$ cat config.mk
export PLATFORM = sky130hd
export DESIGN_NAME = chain_ctl
export DESIGN_NICKNAME = d
export VERILOG_FILES = /design/src/chain_ctl_pkg.sv /design/src/pin_sync3.sv /design/src/chain_ctl.sv
export VERILOG_INCLUDE_DIRS = /design/src
export SDC_FILE = /design/constraint.sdc
export NUM_CORES = 1
export LEC_CHECK = 0
export BUFFER_PORTS_ARGS = -buffer_cell sky130_fd_sc_hd__buf_2
export CAP_MARGIN = 20
export CORE_MARGIN = 1.5
export CORE_UTILIZATION = 55
export CTS_CLUSTER_SIZE = 16
export DETAILED_ROUTE_END_ITERATION = 12
export PLACE_DENSITY = 0.82
export SLEW_MARGIN = 20
export SYNTH_ARGS = -nofsm -noshare
export SYNTH_HDL_FRONTEND = slang
export SYNTH_HIERARCHICAL = 1
export SYNTH_SLANG_ARGS = --single-unit
$ cat constraint.sdc
create_clock -name sys_clk -period 4.45 [get_ports sys_clk]
set_input_delay 0.445 -clock sys_clk [delete_from_list [all_inputs] [get_ports sys_clk]]
set_output_delay 0.445 -clock sys_clk [all_outputs]
set_load 0.005 [all_outputs]
$ cat src/chain_ctl_params.svh
/*
  Offsets, field positions, reset values and fixed values of the command
  chain state controller. Assumes inclusion by bare name, once per file.
*/
`ifndef CHAIN_CTL_PARAMS_SVH
`define CHAIN_CTL_PARAMS_SVH

// Register byte offsets on the AXI4-Lite port
`define CTRL_OFFS 12'h000
`define STAT_OFFS 12'h004
`define RESP_OFFS 12'h008
`define DRV_OFFS 12'h00c

// Control register fields
`define CTRL_RUN_BIT 0
`define CTRL_STEP_BIT 1
`define CTRL_CNT_LSB 8
`define CNT_W 8

// Status register fields
`define STAT_DONE_BIT 0
`define STAT_PAUSED_BIT 1
`define STAT_STOPPED_BIT 2
`define STAT_LEGACY_BIT 3
`define STAT_CHAIN_BIT 4
`define STAT_UIRQ_BIT 5
`define STAT_PERR_BIT 6
`define STAT_PEND_BIT 7
`define STAT_CNT_LSB 8
`define STAT_STATE_LSB 16

// Block response byte fields
`define RSP_DONE_BIT 0
`define RSP_REL_BIT 1
`define RSP_IGN_BIT 2
`define RSP_DEVERR_BIT 3
`define RSP_SPUR_BIT 4
`define RSP_DEFICIT_BIT 5
`define RSP_EXCESS_BIT 6
`define RSP_INCONS_BIT 7

// Fixed values
`define DRV_BUSY_VAL 8'h80
`define CNT_RESET 8'h00
`define AXI_OKAY 2'b00
`define AXI_SLVERR 2'b10

`endif

$ cat src/chain_ctl_pkg.sv
/*
  Types of the command chain state controller.
  Assumes nothing beyond a SystemVerilog compiler.
*/
package chain_ctl_pkg;

  typedef enum logic [3:0] {
    ST_LEGACY_IDLE = 4'b0001,
    ST_CHAINED_IDLE = 4'b0010,
    ST_RUN = 4'b0100,
    ST_PAUSED = 4'b1000
  } adapter_state_t;

endpackage

$ cat src/pin_sync3.sv
/*
  Three-stage synchroniser for asynchronous pins, with an agreement filter.
  Assumes the pins are quasi-static compared with sys_clk.
*/
`timescale 1ns/1ps
`default_nettype none

module pin_sync3 #(
  parameter int WIDTH = 2
) (
  input wire logic sys_clk,
  input wire logic rst_b,
  input wire logic [WIDTH-1:0] pin_in,
  output logic [WIDTH-1:0] level_out
);

  genvar i;
  generate
    for (i = 0; i < WIDTH; i++) begin : g_bit
      logic s1_q;
      logic s2_q;
      logic s3_q;
      logic lvl_q;
      always_ff @(posedge sys_clk or negedge rst_b) begin
        if (!rst_b) begin
          s1_q <= 1'b0;
          s2_q <= 1'b0;
          s3_q <= 1'b0;
          lvl_q <= 1'b0;
        end else begin
          s1_q <= pin_in[i];
          s2_q <= s1_q;
          s3_q <= s2_q;
          // Only a settled value is passed on
          if (s2_q == s3_q) begin
            lvl_q <= s3_q;
          end
        end
      end
      assign level_out[i] = lvl_q;
    end
  endgenerate

endmodule

`default_nettype wire

$ cat src/chain_ctl.sv
/*
  Operational state controller of a chained-command disk host adapter:
  four states, single-step and continuous execution, block countdown,
  status and interrupt flags, error capture, AXI4-Lite register slave.
  Assumes the fetch/transfer engine reports block completion and errors
  as one-cycle pulses on sys_clk; drive status pins are asynchronous.
*/
// Behaviour
// - Go cleared while idle clears chain and parity error flags
// - Go cleared ignored unless idle or paused
// - Exactly one of four states held
// - Single-step holds after block; continuous runs on
// - Reset, abort or error enter legacy idle
// - Legacy idle: stopped and legacy flags set
// - Go set with clean flags starts run
// - Chained idle: stopped set, paused/legacy clear
// - Chained idle: drive reads busy, writes dropped
// - Chained idle: go cleared goes legacy idle
// - Run: flags clear, work only here
// - Run executes blocks while count and allowed
// - Block end: response, done, irq, countdown
// - Single-step without pending execute pauses
// - Run error: response bit, chain error, legacy
// - Countdown zero without error: chained idle
// - Paused: paused set, stopped/legacy clear
// - Status read while paused resumes run
// - Bus errors only in status register
// - After error refuse go until status read
// - Drive error bit: device error, legacy idle
// - Status read clears done and interrupt
// - Done interrupts only if block enables
`timescale 1ns/1ps
`default_nettype none
`include "chain_ctl_params.svh"

module chain_ctl
  import chain_ctl_pkg::*;
(
  input wire logic sys_clk,
  input wire logic rst_b,
  input wire logic [11:0] s_axi_awaddr,
  input wire logic s_axi_awvalid,
  output logic s_axi_awready,
  input wire logic [31:0] s_axi_wdata,
  input wire logic [3:0] s_axi_wstrb,
  input wire logic s_axi_wvalid,
  output logic s_axi_wready,
  output logic [1:0] s_axi_bresp,
  output logic s_axi_bvalid,
  input wire logic s_axi_bready,
  input wire logic [11:0] s_axi_araddr,
  input wire logic s_axi_arvalid,
  output logic s_axi_arready,
  output logic [31:0] s_axi_rdata,
  output logic [1:0] s_axi_rresp,
  output logic s_axi_rvalid,
  input wire logic s_axi_rready,
  input wire logic block_done,
  input wire logic [2:0] block_resp_bits,
  input wire logic block_irq_enable,
  input wire logic spurious_irq_evt,
  input wire logic inconsistency_evt,
  input wire logic length_deficit_evt,
  input wire logic length_excess_evt,
  input wire logic bus_error_evt,
  input wire logic unexpected_irq_evt,
  input wire logic drive_err_pin,
  input wire logic drive_intrq_pin,
  input wire logic [7:0] drive_rd_data,
  output logic run_work,
  output logic host_interrupt_out,
  output logic [7:0] block_resp_byte,
  output logic block_resp_strobe,
  output logic drive_wr_strobe,
  output logic [7:0] drive_wr_data,
  output logic drive_regs_direct
);

  adapter_state_t state_q;
  logic [`CNT_W-1:0] block_countdown_q;
  logic [`CNT_W-1:0] block_count_setting_q;
  logic run_request_bit_q;
  logic single_step_enable_q;
  logic execute_pending_q;
  logic completion_flag_q;
  logic chain_error_flag_q;
  logic bus_parity_error_flag_q;
  logic unexpected_irq_flag_q;
  logic err_lock_q;
  logic [11:0] aw_addr_q;
  logic aw_have_q;
  logic [31:0] w_data_q;
  logic [3:0] w_strb_q;
  logic w_have_q;
  logic [1:0] drive_sync;

  pin_sync3 #(.WIDTH(2)) u_pin_sync (
    .sys_clk(sys_clk),
    .rst_b(rst_b),
    .pin_in({drive_intrq_pin, drive_err_pin}),
    .level_out(drive_sync)
  );

  logic drive_err;
  logic drive_intrq;
  assign drive_err = drive_sync[0];
  assign drive_intrq = drive_sync[1];

  function automatic logic addr_is(input logic [11:0] addr, input logic [11:0] offs);
    addr_is = (addr[11:2] == offs[11:2]);
  endfunction

  // Bus handshakes and decoded register events
  logic wr_do;
  logic rd_do;
  logic stat_rd;
  logic ctrl_wr;
  logic go_wr1;
  logic go_wr0;
  logic is_idle;
  assign wr_do = aw_have_q && w_have_q && !s_axi_bvalid;
  assign rd_do = s_axi_arvalid && s_axi_arready;
  assign stat_rd = rd_do && addr_is(s_axi_araddr, `STAT_OFFS);
  assign ctrl_wr = wr_do && addr_is(aw_addr_q, `CTRL_OFFS) && w_strb_q[0];
  assign go_wr1 = ctrl_wr && w_data_q[`CTRL_RUN_BIT];
  assign go_wr0 = ctrl_wr && !w_data_q[`CTRL_RUN_BIT];
  assign is_idle = (state_q == ST_LEGACY_IDLE) || (state_q == ST_CHAINED_IDLE);

  // Block errors go to the response byte; run errors add bus errors
  logic blk_err;
  logic run_err;
  logic start_ok;
  assign blk_err = drive_err || spurious_irq_evt || inconsistency_evt || length_deficit_evt || length_excess_evt;
  assign run_err = (state_q == ST_RUN) && (blk_err || bus_error_evt);
  assign start_ok = !completion_flag_q && !chain_error_flag_q && !unexpected_irq_flag_q && !bus_parity_error_flag_q &&
                    !err_lock_q;

  // Write address / data capture, either order
  always_ff @(posedge sys_clk or negedge rst_b) begin
    if (!rst_b) begin
      aw_have_q <= 1'b0;
      aw_addr_q <= 12'h000;
      s_axi_awready <= 1'b1;
    end else if (s_axi_awvalid && s_axi_awready) begin
      aw_have_q <= 1'b1;
      aw_addr_q <= s_axi_awaddr;
      s_axi_awready <= 1'b0;
    end else if (wr_do) begin
      aw_have_q <= 1'b0;
      s_axi_awready <= 1'b1;
    end
  end

  always_ff @(posedge sys_clk or negedge rst_b) begin
    if (!rst_b) begin
      w_have_q <= 1'b0;
      w_data_q <= 32'h0000_0000;
      w_strb_q <= 4'h0;
      s_axi_wready <= 1'b1;
    end else if (s_axi_wvalid && s_axi_wready) begin
      w_have_q <= 1'b1;
      w_data_q <= s_axi_wdata;
      w_strb_q <= s_axi_wstrb;
      s_axi_wready <= 1'b0;
    end else if (wr_do) begin
      w_have_q <= 1'b0;
      s_axi_wready <= 1'b1;
    end
  end

  always_ff @(posedge sys_clk or negedge rst_b) begin
    if (!rst_b) begin
      s_axi_bvalid <= 1'b0;
      s_axi_bresp <= `AXI_OKAY;
    end else if (wr_do) begin
      s_axi_bvalid <= 1'b1;
      s_axi_bresp <= (addr_is(aw_addr_q, `CTRL_OFFS) || addr_is(aw_addr_q, `STAT_OFFS) ||
                      addr_is(aw_addr_q, `RESP_OFFS) || addr_is(aw_addr_q, `DRV_OFFS)) ? `AXI_OKAY : `AXI_SLVERR;
    end else if (s_axi_bready) begin
      s_axi_bvalid <= 1'b0;
    end
  end

  // Control register; go and step live here, count in bits 15:8
  always_ff @(posedge sys_clk or negedge rst_b) begin
    if (!rst_b) begin
      run_request_bit_q <= 1'b0;
      single_step_enable_q <= 1'b0;
    end else if (ctrl_wr) begin
      run_request_bit_q <= w_data_q[`CTRL_RUN_BIT];
      single_step_enable_q <= w_data_q[`CTRL_STEP_BIT];
    end
  end

  always_ff @(posedge sys_clk or negedge rst_b) begin
    if (!rst_b) begin
      block_count_setting_q <= `CNT_RESET;
    end else if (wr_do && addr_is(aw_addr_q, `CTRL_OFFS) && w_strb_q[1]) begin
      block_count_setting_q <= w_data_q[`CTRL_CNT_LSB +: `CNT_W];
    end
  end

  // Operational state machine; error is tested first
  always_ff @(posedge sys_clk or negedge rst_b) begin
    if (!rst_b) begin
      state_q <= ST_LEGACY_IDLE;
    end else begin
      case (state_q)
        ST_LEGACY_IDLE: begin
          if (go_wr1 && start_ok) begin
            state_q <= ST_RUN;
          end
        end
        ST_CHAINED_IDLE: begin
          if (go_wr1 && start_ok) begin
            state_q <= ST_RUN;
          end else if (go_wr0) begin
            state_q <= ST_LEGACY_IDLE;
          end
        end
        ST_RUN: begin
          // Clearing go while running is not an abort point
          if (run_err) begin
            state_q <= ST_LEGACY_IDLE;
          end else if (block_done) begin
            state_q <= ST_RUN;
          end else if (block_countdown_q == `CNT_RESET) begin
            state_q <= ST_CHAINED_IDLE;
          end else if (single_step_enable_q && !execute_pending_q) begin
            state_q <= ST_PAUSED;
          end
        end
        ST_PAUSED: begin
          if (go_wr0) begin
            state_q <= ST_LEGACY_IDLE;
          end else if (stat_rd) begin
            state_q <= ST_RUN;
          end
        end
        default: begin
          state_q <= ST_LEGACY_IDLE;
        end
      endcase
    end
  end

  // Block countdown and execute-pending
  always_ff @(posedge sys_clk or negedge rst_b) begin
    if (!rst_b) begin
      block_countdown_q <= `CNT_RESET;
      execute_pending_q <= 1'b0;
    end else if (is_idle && go_wr1 && start_ok) begin
      block_countdown_q <= block_count_setting_q;
      execute_pending_q <= 1'b1;
    end else if ((state_q == ST_RUN) && block_done && !run_err) begin
      block_countdown_q <= block_countdown_q - 8'h01;
      execute_pending_q <= 1'b0;
    end else if ((state_q == ST_PAUSED) && stat_rd && !go_wr0) begin
      execute_pending_q <= 1'b1;
    end
  end

  // Work permission to the fetch/transfer engine
  always_ff @(posedge sys_clk or negedge rst_b) begin
    if (!rst_b) begin
      run_work <= 1'b0;
    end else begin
      run_work <= (state_q == ST_RUN) && !run_err && !block_done && (block_countdown_q != `CNT_RESET) &&
                  (!single_step_enable_q || execute_pending_q);
    end
  end

  // Completion flag: a new completion beats the clearing read
  always_ff @(posedge sys_clk or negedge rst_b) begin
    if (!rst_b) begin
      completion_flag_q <= 1'b0;
    end else if ((state_q == ST_RUN) && block_done && !run_err) begin
      completion_flag_q <= 1'b1;
    end else if (stat_rd) begin
      completion_flag_q <= 1'b0;
    end
  end

  // Error flags; set wins over every clear
  always_ff @(posedge sys_clk or negedge rst_b) begin
    if (!rst_b) begin
      chain_error_flag_q <= 1'b0;
      bus_parity_error_flag_q <= 1'b0;
      unexpected_irq_flag_q <= 1'b0;
      err_lock_q <= 1'b0;
    end else begin
      if ((state_q == ST_RUN) && blk_err) begin
        chain_error_flag_q <= 1'b1;
      end else if (is_idle && go_wr0) begin
        chain_error_flag_q <= 1'b0;
      end
      if (bus_error_evt) begin
        bus_parity_error_flag_q <= 1'b1;
      end else if ((is_idle && go_wr0) || stat_rd) begin
        bus_parity_error_flag_q <= 1'b0;
      end
      if (unexpected_irq_evt) begin
        unexpected_irq_flag_q <= 1'b1;
      end else if (stat_rd) begin
        unexpected_irq_flag_q <= 1'b0;
      end
      if (run_err) begin
        err_lock_q <= 1'b1;
      end else if (stat_rd) begin
        err_lock_q <= 1'b0;
      end
    end
  end

  // Host interrupt: level, dropped by the status read
  logic irq_set;
  assign irq_set = ((state_q == ST_RUN) && block_done && !run_err && block_irq_enable) ||
                   run_err || bus_error_evt || unexpected_irq_evt ||
                   ((state_q == ST_RUN) && !run_err && !block_done && (block_countdown_q != `CNT_RESET) &&
                    single_step_enable_q && !execute_pending_q) ||
                   ((state_q == ST_LEGACY_IDLE) && drive_intrq);

  always_ff @(posedge sys_clk or negedge rst_b) begin
    if (!rst_b) begin
      host_interrupt_out <= 1'b0;
    end else if (irq_set) begin
      host_interrupt_out <= 1'b1;
    end else if (stat_rd) begin
      host_interrupt_out <= 1'b0;
    end
  end

  // Response byte; a bus error leaves the block untouched
  always_ff @(posedge sys_clk or negedge rst_b) begin
    if (!rst_b) begin
      block_resp_byte <= 8'h00;
      block_resp_strobe <= 1'b0;
    end else begin
      block_resp_strobe <= (state_q == ST_RUN) && (blk_err || block_done);
      if ((state_q == ST_RUN) && (blk_err || block_done)) begin
        block_resp_byte[`RSP_DONE_BIT] <= block_resp_bits[0];
        block_resp_byte[`RSP_REL_BIT] <= block_resp_bits[1];
        block_resp_byte[`RSP_IGN_BIT] <= block_resp_bits[2];
        block_resp_byte[`RSP_DEVERR_BIT] <= drive_err;
        block_resp_byte[`RSP_SPUR_BIT] <= spurious_irq_evt;
        block_resp_byte[`RSP_DEFICIT_BIT] <= length_deficit_evt;
        block_resp_byte[`RSP_EXCESS_BIT] <= length_excess_evt;
        block_resp_byte[`RSP_INCONS_BIT] <= inconsistency_evt;
      end
    end
  end

  // Drive register window: direct only in legacy idle
  always_ff @(posedge sys_clk or negedge rst_b) begin
    if (!rst_b) begin
      drive_wr_strobe <= 1'b0;
      drive_wr_data <= 8'h00;
      drive_regs_direct <= 1'b1;
    end else begin
      drive_regs_direct <= (state_q == ST_LEGACY_IDLE);
      drive_wr_strobe <= wr_do && addr_is(aw_addr_q, `DRV_OFFS) && w_strb_q[0] &&
                         (state_q == ST_LEGACY_IDLE);
      if (wr_do && addr_is(aw_addr_q, `DRV_OFFS)) begin
        drive_wr_data <= w_data_q[7:0];
      end
    end
  end

  // Status word, mode flags follow the state directly
  logic [31:0] stat_word;
  always_comb begin
    stat_word = 32'h0000_0000;
    stat_word[`STAT_DONE_BIT] = completion_flag_q;
    stat_word[`STAT_PAUSED_BIT] = (state_q == ST_PAUSED);
    stat_word[`STAT_STOPPED_BIT] = is_idle;
    stat_word[`STAT_LEGACY_BIT] = (state_q == ST_LEGACY_IDLE);
    stat_word[`STAT_CHAIN_BIT] = chain_error_flag_q;
    stat_word[`STAT_UIRQ_BIT] = unexpected_irq_flag_q;
    stat_word[`STAT_PERR_BIT] = bus_parity_error_flag_q;
    stat_word[`STAT_PEND_BIT] = execute_pending_q;
    stat_word[`STAT_CNT_LSB +: `CNT_W] = block_countdown_q;
    stat_word[`STAT_STATE_LSB +: 4] = state_q;
  end

  // Read channel; one read outstanding
  always_ff @(posedge sys_clk or negedge rst_b) begin
    if (!rst_b) begin
      s_axi_arready <= 1'b1;
      s_axi_rvalid <= 1'b0;
      s_axi_rdata <= 32'h0000_0000;
      s_axi_rresp <= `AXI_OKAY;
    end else if (rd_do) begin
      s_axi_arready <= 1'b0;
      s_axi_rvalid <= 1'b1;
      s_axi_rresp <= `AXI_OKAY;
      if (addr_is(s_axi_araddr, `CTRL_OFFS)) begin
        s_axi_rdata <= {16'h0000, block_count_setting_q, 6'h00, single_step_enable_q, run_request_bit_q};
      end else if (addr_is(s_axi_araddr, `STAT_OFFS)) begin
        s_axi_rdata <= stat_word;
      end else if (addr_is(s_axi_araddr, `RESP_OFFS)) begin
        s_axi_rdata <= {24'h00_0000, block_resp_byte};
      end else if (addr_is(s_axi_araddr, `DRV_OFFS)) begin
        s_axi_rdata <= {24'h00_0000, (state_q == ST_LEGACY_IDLE) ? drive_rd_data : `DRV_BUSY_VAL};
      end else begin
        s_axi_rdata <= 32'h0000_0000;
        s_axi_rresp <= `AXI_SLVERR;
      end
    end else if (s_axi_rvalid && s_axi_rready) begin
      s_axi_rvalid <= 1'b0;
      s_axi_arready <= 1'b1;
    end
  end
endmodule

`default_nettype wire

---- After elaboration in Yosys (flattened, before gate mapping) ----
Index checks and enable logic that the tools add are counted.
operators by class
  equality and inequality tests ........... 16
  $add $sub $neg .......................... 1
  mux-type cells .......................... 46
  reduce and logical (&&, ||, !) cells .... 85
operators with widths
  kind                   count
  $eq A10 B2 Y1 const B  4
  $mux W20               2
  $mux W8                5
  $logic_and A1 B1 Y1    39
  $mux W4                9
  $mux W1                24
  $reduce_bool A2 Y1     11
  $eq A10 B1 Y1 const B  2
  $logic_not A10 Y1      2
  $logic_or A1 B1 Y1     17
  $pmux W4 S4            1
  $logic_not A1 Y1       12
  $mux W2                5
  $logic_not A8 Y1       1
  $reduce_bool A8 Y1     1
  $sub A8 B1 Y8 const B  1
  $ne A5 B5 Y1 const B   1
  $eq A4 B1 Y1 const B   1
  $eq A4 B2 Y1 const B   1
  $eq A4 B3 Y1 const B   1
  $eq A4 B4 Y1 const B   1
  $reduce_and A4 Y1      1
  $ne A3 B2 Y1 const B   1
  $ne A3 B3 Y1 const B   1
  other kinds (3)        4
storage, ports and cells
  output and inout bits ................... 62
  word-level logic and storage cells ...... 187
  register bits after elaboration ......... 130

---- Longest topological paths before layout ----
  word-level depth ........................ 15
  gate-level depth with buffers ........... 8

---- Cells and area by module ----
Netlist, hierarchy kept.
by module, submodules not included
  module     area each (µm²)  seq. area each (µm²)  cells each  instances
  chain_ctl  4709.5           2658.8                412         1
  pin_sync3  237.7            200.2                 12          1

---- Least setup slack after synthesis ----
No wires, ideal clock.
  path type ............................... register to register
  start point ............................. register u_pin_sync.g_bit[0].lvl_q
  end point ............................... register state_q[3]
  arrival time ............................ 1.993 ns
  slack ................................... 2.332 ns
  stages on the path, launching flop included .. 7
  clock period less this slack ............ 2.118 ns
  required time ........................... 4.325 ns
  path through ............................ dfrtp_1 -> buf_4 -> nor4_2 -> nand4_2 -> or4_4 -> o221ai_2 -> mux2_4
on the way
  word-level cells in the longest chain between the ends .. 8
  elaborated cells between the ends (all ways) .. 10
RTL lines
  what                                                                      line              source
  start, declared                                                           pin_sync3.sv:23   logic lvl_q;
  start signal, assigned                                                    pin_sync3.sv:36   lvl_q <= s3_q;
  $logic_or A1 B1 Y1 (*) (4 in a row)                                       chain_ctl.sv:133  assign blk_err = drive_err || spurious_irq_evt || inconsistency_evt || length_deficit_evt || length_excess_evt ...
  $logic_or A1 B1 Y1 (*)                                                    chain_ctl.sv:134  assign run_err = (state_q == ST_RUN) && (blk_err || bus_error_evt);
  $logic_and A1 B1 Y1 (*)                                                   chain_ctl.sv:134
  $ne A5 B5 Y1 (no source line) / $mux W4 (equally long branches)           -
  $reduce_and A4 Y1 (no source line) / $pmux W4 S4 (equally long branches)  -
  end signal, assigned                                                      chain_ctl.sv:206  state_q <= ST_LEGACY_IDLE;
  end signal, assigned                                                      chain_ctl.sv:211  state_q <= ST_RUN;
  end signal, assigned                                                      chain_ctl.sv:216  state_q <= ST_RUN;
  end, declared                                                             chain_ctl.sv:79   adapter_state_t state_q;
Every way passes the cells marked *; elsewhere a longest branch is shown, timed or not.
A chain may end at the register's enable or synchronous reset.

---- Worst setup path in the final report ----
  start point ............................. register state_q[0]
  end point ............................... register block_countdown_q[2]
on the way
  word-level cells in the longest chain between the ends .. 5
  elaborated cells between the ends (all ways) .. 12
RTL lines
  what                                                              line                                source
  $eq A4 B1 Y1 (tied with other cells)                              chain_ctl.sv:127                    assign is_idle = (state_q == ST_LEGACY_IDLE) || (state_q == ST_CHAINED_IDLE);
  $logic_or A1 B1 Y1 / $logic_and A1 B1 Y1 (equally long branches)  chain_ctl.sv:127, chain_ctl.sv:134
  $logic_and A1 B1 Y1 / $logic_not A1 Y1 (equally long branches)    chain_ctl.sv:252, chain_ctl.sv:255
  $logic_and A1 B1 Y1, on equally long branches                     chain_ctl.sv:252, chain_ctl.sv:255
  $mux W8 / $reduce_bool A2 Y1 (equally long branches)              -
  end signal, assigned                                              chain_ctl.sv:250                    block_countdown_q <= `CNT_RESET;
  end signal, assigned                                              chain_ctl.sv:253                    block_countdown_q <= block_count_setting_q;
  end signal, assigned                                              chain_ctl.sv:256                    block_countdown_q <= block_countdown_q - 8'h01;
  end, declared                                                     chain_ctl.sv:80                     logic [`CNT_W-1:0] block_countdown_q;
Several ways; a longest one is shown, not always the timed one.

==> reports/qor.yml <==
logic_synthesis:
  synth_fa_ha_area_frac: 0.00961
  synth_top_family_by_area: "simple AND/OR/NAND/NOR gates"
  synth_cell_types: 59
  ys_async_sr_fraction: 1.00
  syn_area_per_cell_um2: 11.7
  synth-seq-cells: 114
  synth_area_um2: 4950
  synth-main-ff-cell: "dfrtp_1"
  synth_edf_count: 0
  synth_xor_area_frac: 0.00531
  synth_seq_area_share: 0.578
  postSynthCellCount: 424
  ys_warn_count: 6
  synth-simple-area-share: 0.141
  synth_compound_area_frac: 0.104
  muxShareOfSynthArea: 0.114
floorplanning:
  num_io_pins: 150
  die-area_um2: 9570
  num_rows: 34
  initial_utilization: 0.567
  die_y_um: 97.8
  placeableCoreArea_um2: 8720
  die_w_um: 97.8
global_routing:
  antenna_found_initial: 0
  grt_max_degree: 80
  grt_pass1_wl_um: 18000
  grt.total_usage: 0.236
  grt_pass1_vias: 3812
  grt_overflow: 0
placement:
  gp_congestion: 0.910
  dpl_cell_area_um2: 5520
  numPortBuffers: 113
  dpl.cell_count: 627
  dp_hpwl_um: 7360
power:
  p_leak_uw: 0.00306
  ir_drop_v: 0.000405
  power_density_nw_per_um2: 486
clock_tree:
  post_cts_hold_buffer_count: 0
  cts_tree: "built"
  cts_max_level: 4
  cts_setup_buffers: 0
  cts_num_sinks: 114
  clkSlewWorstSetupHoldPaths_ps: 60
  cts-buffers-inserted: 17
  clk_path_buf_depth: 2
  clk_latency_ps: 520
  cts_root_buf: "clkbuf_8"
  cts.repair.resized: 0
detailed_routing:
  drt-total-wl_um: 10600
  routedWlPerCell_um: 16.0
  firstDrtPassIters: 4
  vias: 3650
  drtAntennaViolNets: 0
  drc_errors: 0
  drt-initial-drc-count: 193
  vias_per_cell: 5.54
critical_path:
  critPathRequiredTime_ps: 4810
  crit_path_end_kind: "flop"
  critPathMaxFanout: 13
  startpoint_type: "flop"
  criticalPathCategory: "reg2reg"
  crit_arrival_ps: 2910
final_layout:
  final_layout_size_suffix_gt1_frac: 0.385
  stdcell_area_um2: 6090
  final.fill_count: 619
  mostFrequentLayoutCells: "buf_2 (112), dfrtp_1 (109), nand2_1 (64)"
  mostFrequentLayoutCell: "buf_2"
  area_delta_synth_final_pct: 23.1
  multi_input_area_um2: 1900
  num-nets-final: 628
  seqCellArea_um2: 2860
  final_cells: 659
  antennaDiodeCount: 0
sta:
  timing.final.crit_share: 0.573
  finalClockSkew_ps: 12.3
  setup_tns_ps: 0
  rsz0062_at_grt: "no"
  setup_violations: 0
  fin_crit_ps: 2550
  tightestPinTransition_ps: 959
  slew_headroom: 0.358
  max_freq_mhz: 393
  hold_violations: 0
  maxSlewViolCount: 0
hold_path:
  hold_path_class: "in2reg"
run:
  maxCapViolCount: 0
outcome:
  outcome: "complete, no violations"
## cells in the mapped netlist (2+ instances only)
| cell | number | area share |
|---|---|---|
| dfrtp_1 | 109 | 0.55 |
| nand2_1 | 64 | 0.049 |
| mux2_2 | 48 | 0.11 |
| o21ai_0 | 18 | 0.018 |
| buf_4 | 16 | 0.024 |
| nor2_1 | 14 | 0.011 |
| inv_1 | 13 | 0.0099 |
| a21oi_1 | 12 | 0.012 |
| a22oi_1 | 12 | 0.018 |
| clkbuf_1 | 12 | 0.0091 |
| nand3_1 | 8 | 0.0081 |
| nor4_1 | 8 | 0.010 |
| a22o_1 | 6 | 0.011 |
| and3_1 | 6 | 0.0076 |
| dfstp_2 | 5 | 0.027 |
| nor2b_1 | 5 | 0.0063 |
| buf_2 | 3 | 0.0030 |
| nor3_1 | 3 | 0.0030 |
| o21a_1 | 3 | 0.0046 |
| o31ai_1 | 3 | 0.0046 |
| xnor2_1 | 3 | 0.0053 |
| a211oi_1 | 2 | 0.0030 |
| a21o_1 | 2 | 0.0030 |
| a221o_1 | 2 | 0.0040 |
| and2_1 | 2 | 0.0025 |
| and4_1 | 2 | 0.0035 |
| ha_1 | 2 | 0.0051 |
| maj3_2 | 2 | 0.0046 |
| nand4_1 | 2 | 0.0025 |
| nor4b_1 | 2 | 0.0035 |
| o211ai_1 | 2 | 0.0030 |
| o21ai_1 | 2 | 0.0020 |
| o311ai_0 | 2 | 0.0035 |
| o41ai_1 | 2 | 0.0035 |
| or3_4 | 2 | 0.0046 |
| or4_1 | 2 | 0.0030 |
## sequential cells by signal, summed over array words and instances, names as in the netlist, 2 cells and up
signal / count
block_count_setting_q: 8
state_q: 4
s_axi_rdata: 20
w_data_q: 16
u_pin_sync/g_bit.s2_q: 2
block_resp_byte: 8
u_pin_sync/g_bit.lvl_q: 2
u_pin_sync/g_bit.s1_q: 2
w_strb_q: 2
drive_wr_data: 8
u_pin_sync/g_bit.s3_q: 2
aw_addr_q: 10
block_countdown_q: 8
## logic make-up after synthesis
family | after synthesis
muxes | 50
xor gates and xnor gates | 3
and+or+nand+nor | 131
AOI/OAI and AO/OA | 75
buffers and inverters | 46
adders and majority gates | 4
DFF | 114
other | 1
## area by class of cell
cell class,count,area share
clock buffers,20,0.0715
clock inverters,12,0.0218
inverters,14,0.00863
multi-input cells,277,0.312
flip-flops and latches,114,0.469
well taps,108,0.0222
repair buffers,114,0.0945
## worst max-delay path, cell delays in order, from the launching register on
cell and delay [ps]:
dfstp_2 590, or4b_1 600, nand2_1 240, and3_1 460, nor2_1 160, o21ai_0 190
o311ai_0 160
## per-layer routing
layer	global-route usage	up-vias	routed length, um
li1	-	1718	-
met1	0.302	1745	4410
met2	0.361	166	4950
met3	0.0866	21	986
met4	0.107	0	200
met5	0	-	0
## metrics by stage
stage	power [uW]	utilization	worst slack [ps]	hold slack, ps
after floorplan	1560	-	2330	149
after global placement	1660	0.633	1830	336
after detailed placement	1690	0.633	1800	336
after CTS	2980	0.698	1900	15.6
after global routing	3090	0.698	1690	25.8
final	2960	0.698	1900	28.8
## where the power goes
| part | internal [uW] | leakage (uW) | switching, uW |
|---|---|---|---|
| Clock | 811 | 0.000272 | 468 |
| Combinational | 199 | 0.00135 | 157 |
| Sequential | 1220 | 0.00143 | 105 |
## worst paths after layout
| path | startpoint | endpoint | slack, ps | cells after the start |
|---|---|---|---|---|
| setup / recovery | state_q[0] | block_countdown_q[2] | 1900 | 6 |
| min in group asynchronous | rst_b | aw_addr_q[9] | 60 | 1 |
| setup reg to reg | state_q[0] | block_countdown_q[2] | 1900 | 6 |
| max in group asynchronous | rst_b | s_axi_wready | 3330 | 2 |
| hold reg to reg | u_pin_sync/g_bit[1].s1_q | u_pin_sync/g_bit[1].s2_q | 350 | 0 |
| hold / removal | drive_intrq_pin | u_pin_sync/g_bit[1].s1_q | 30 | 1 |
(Power assumes the default switching activity.)
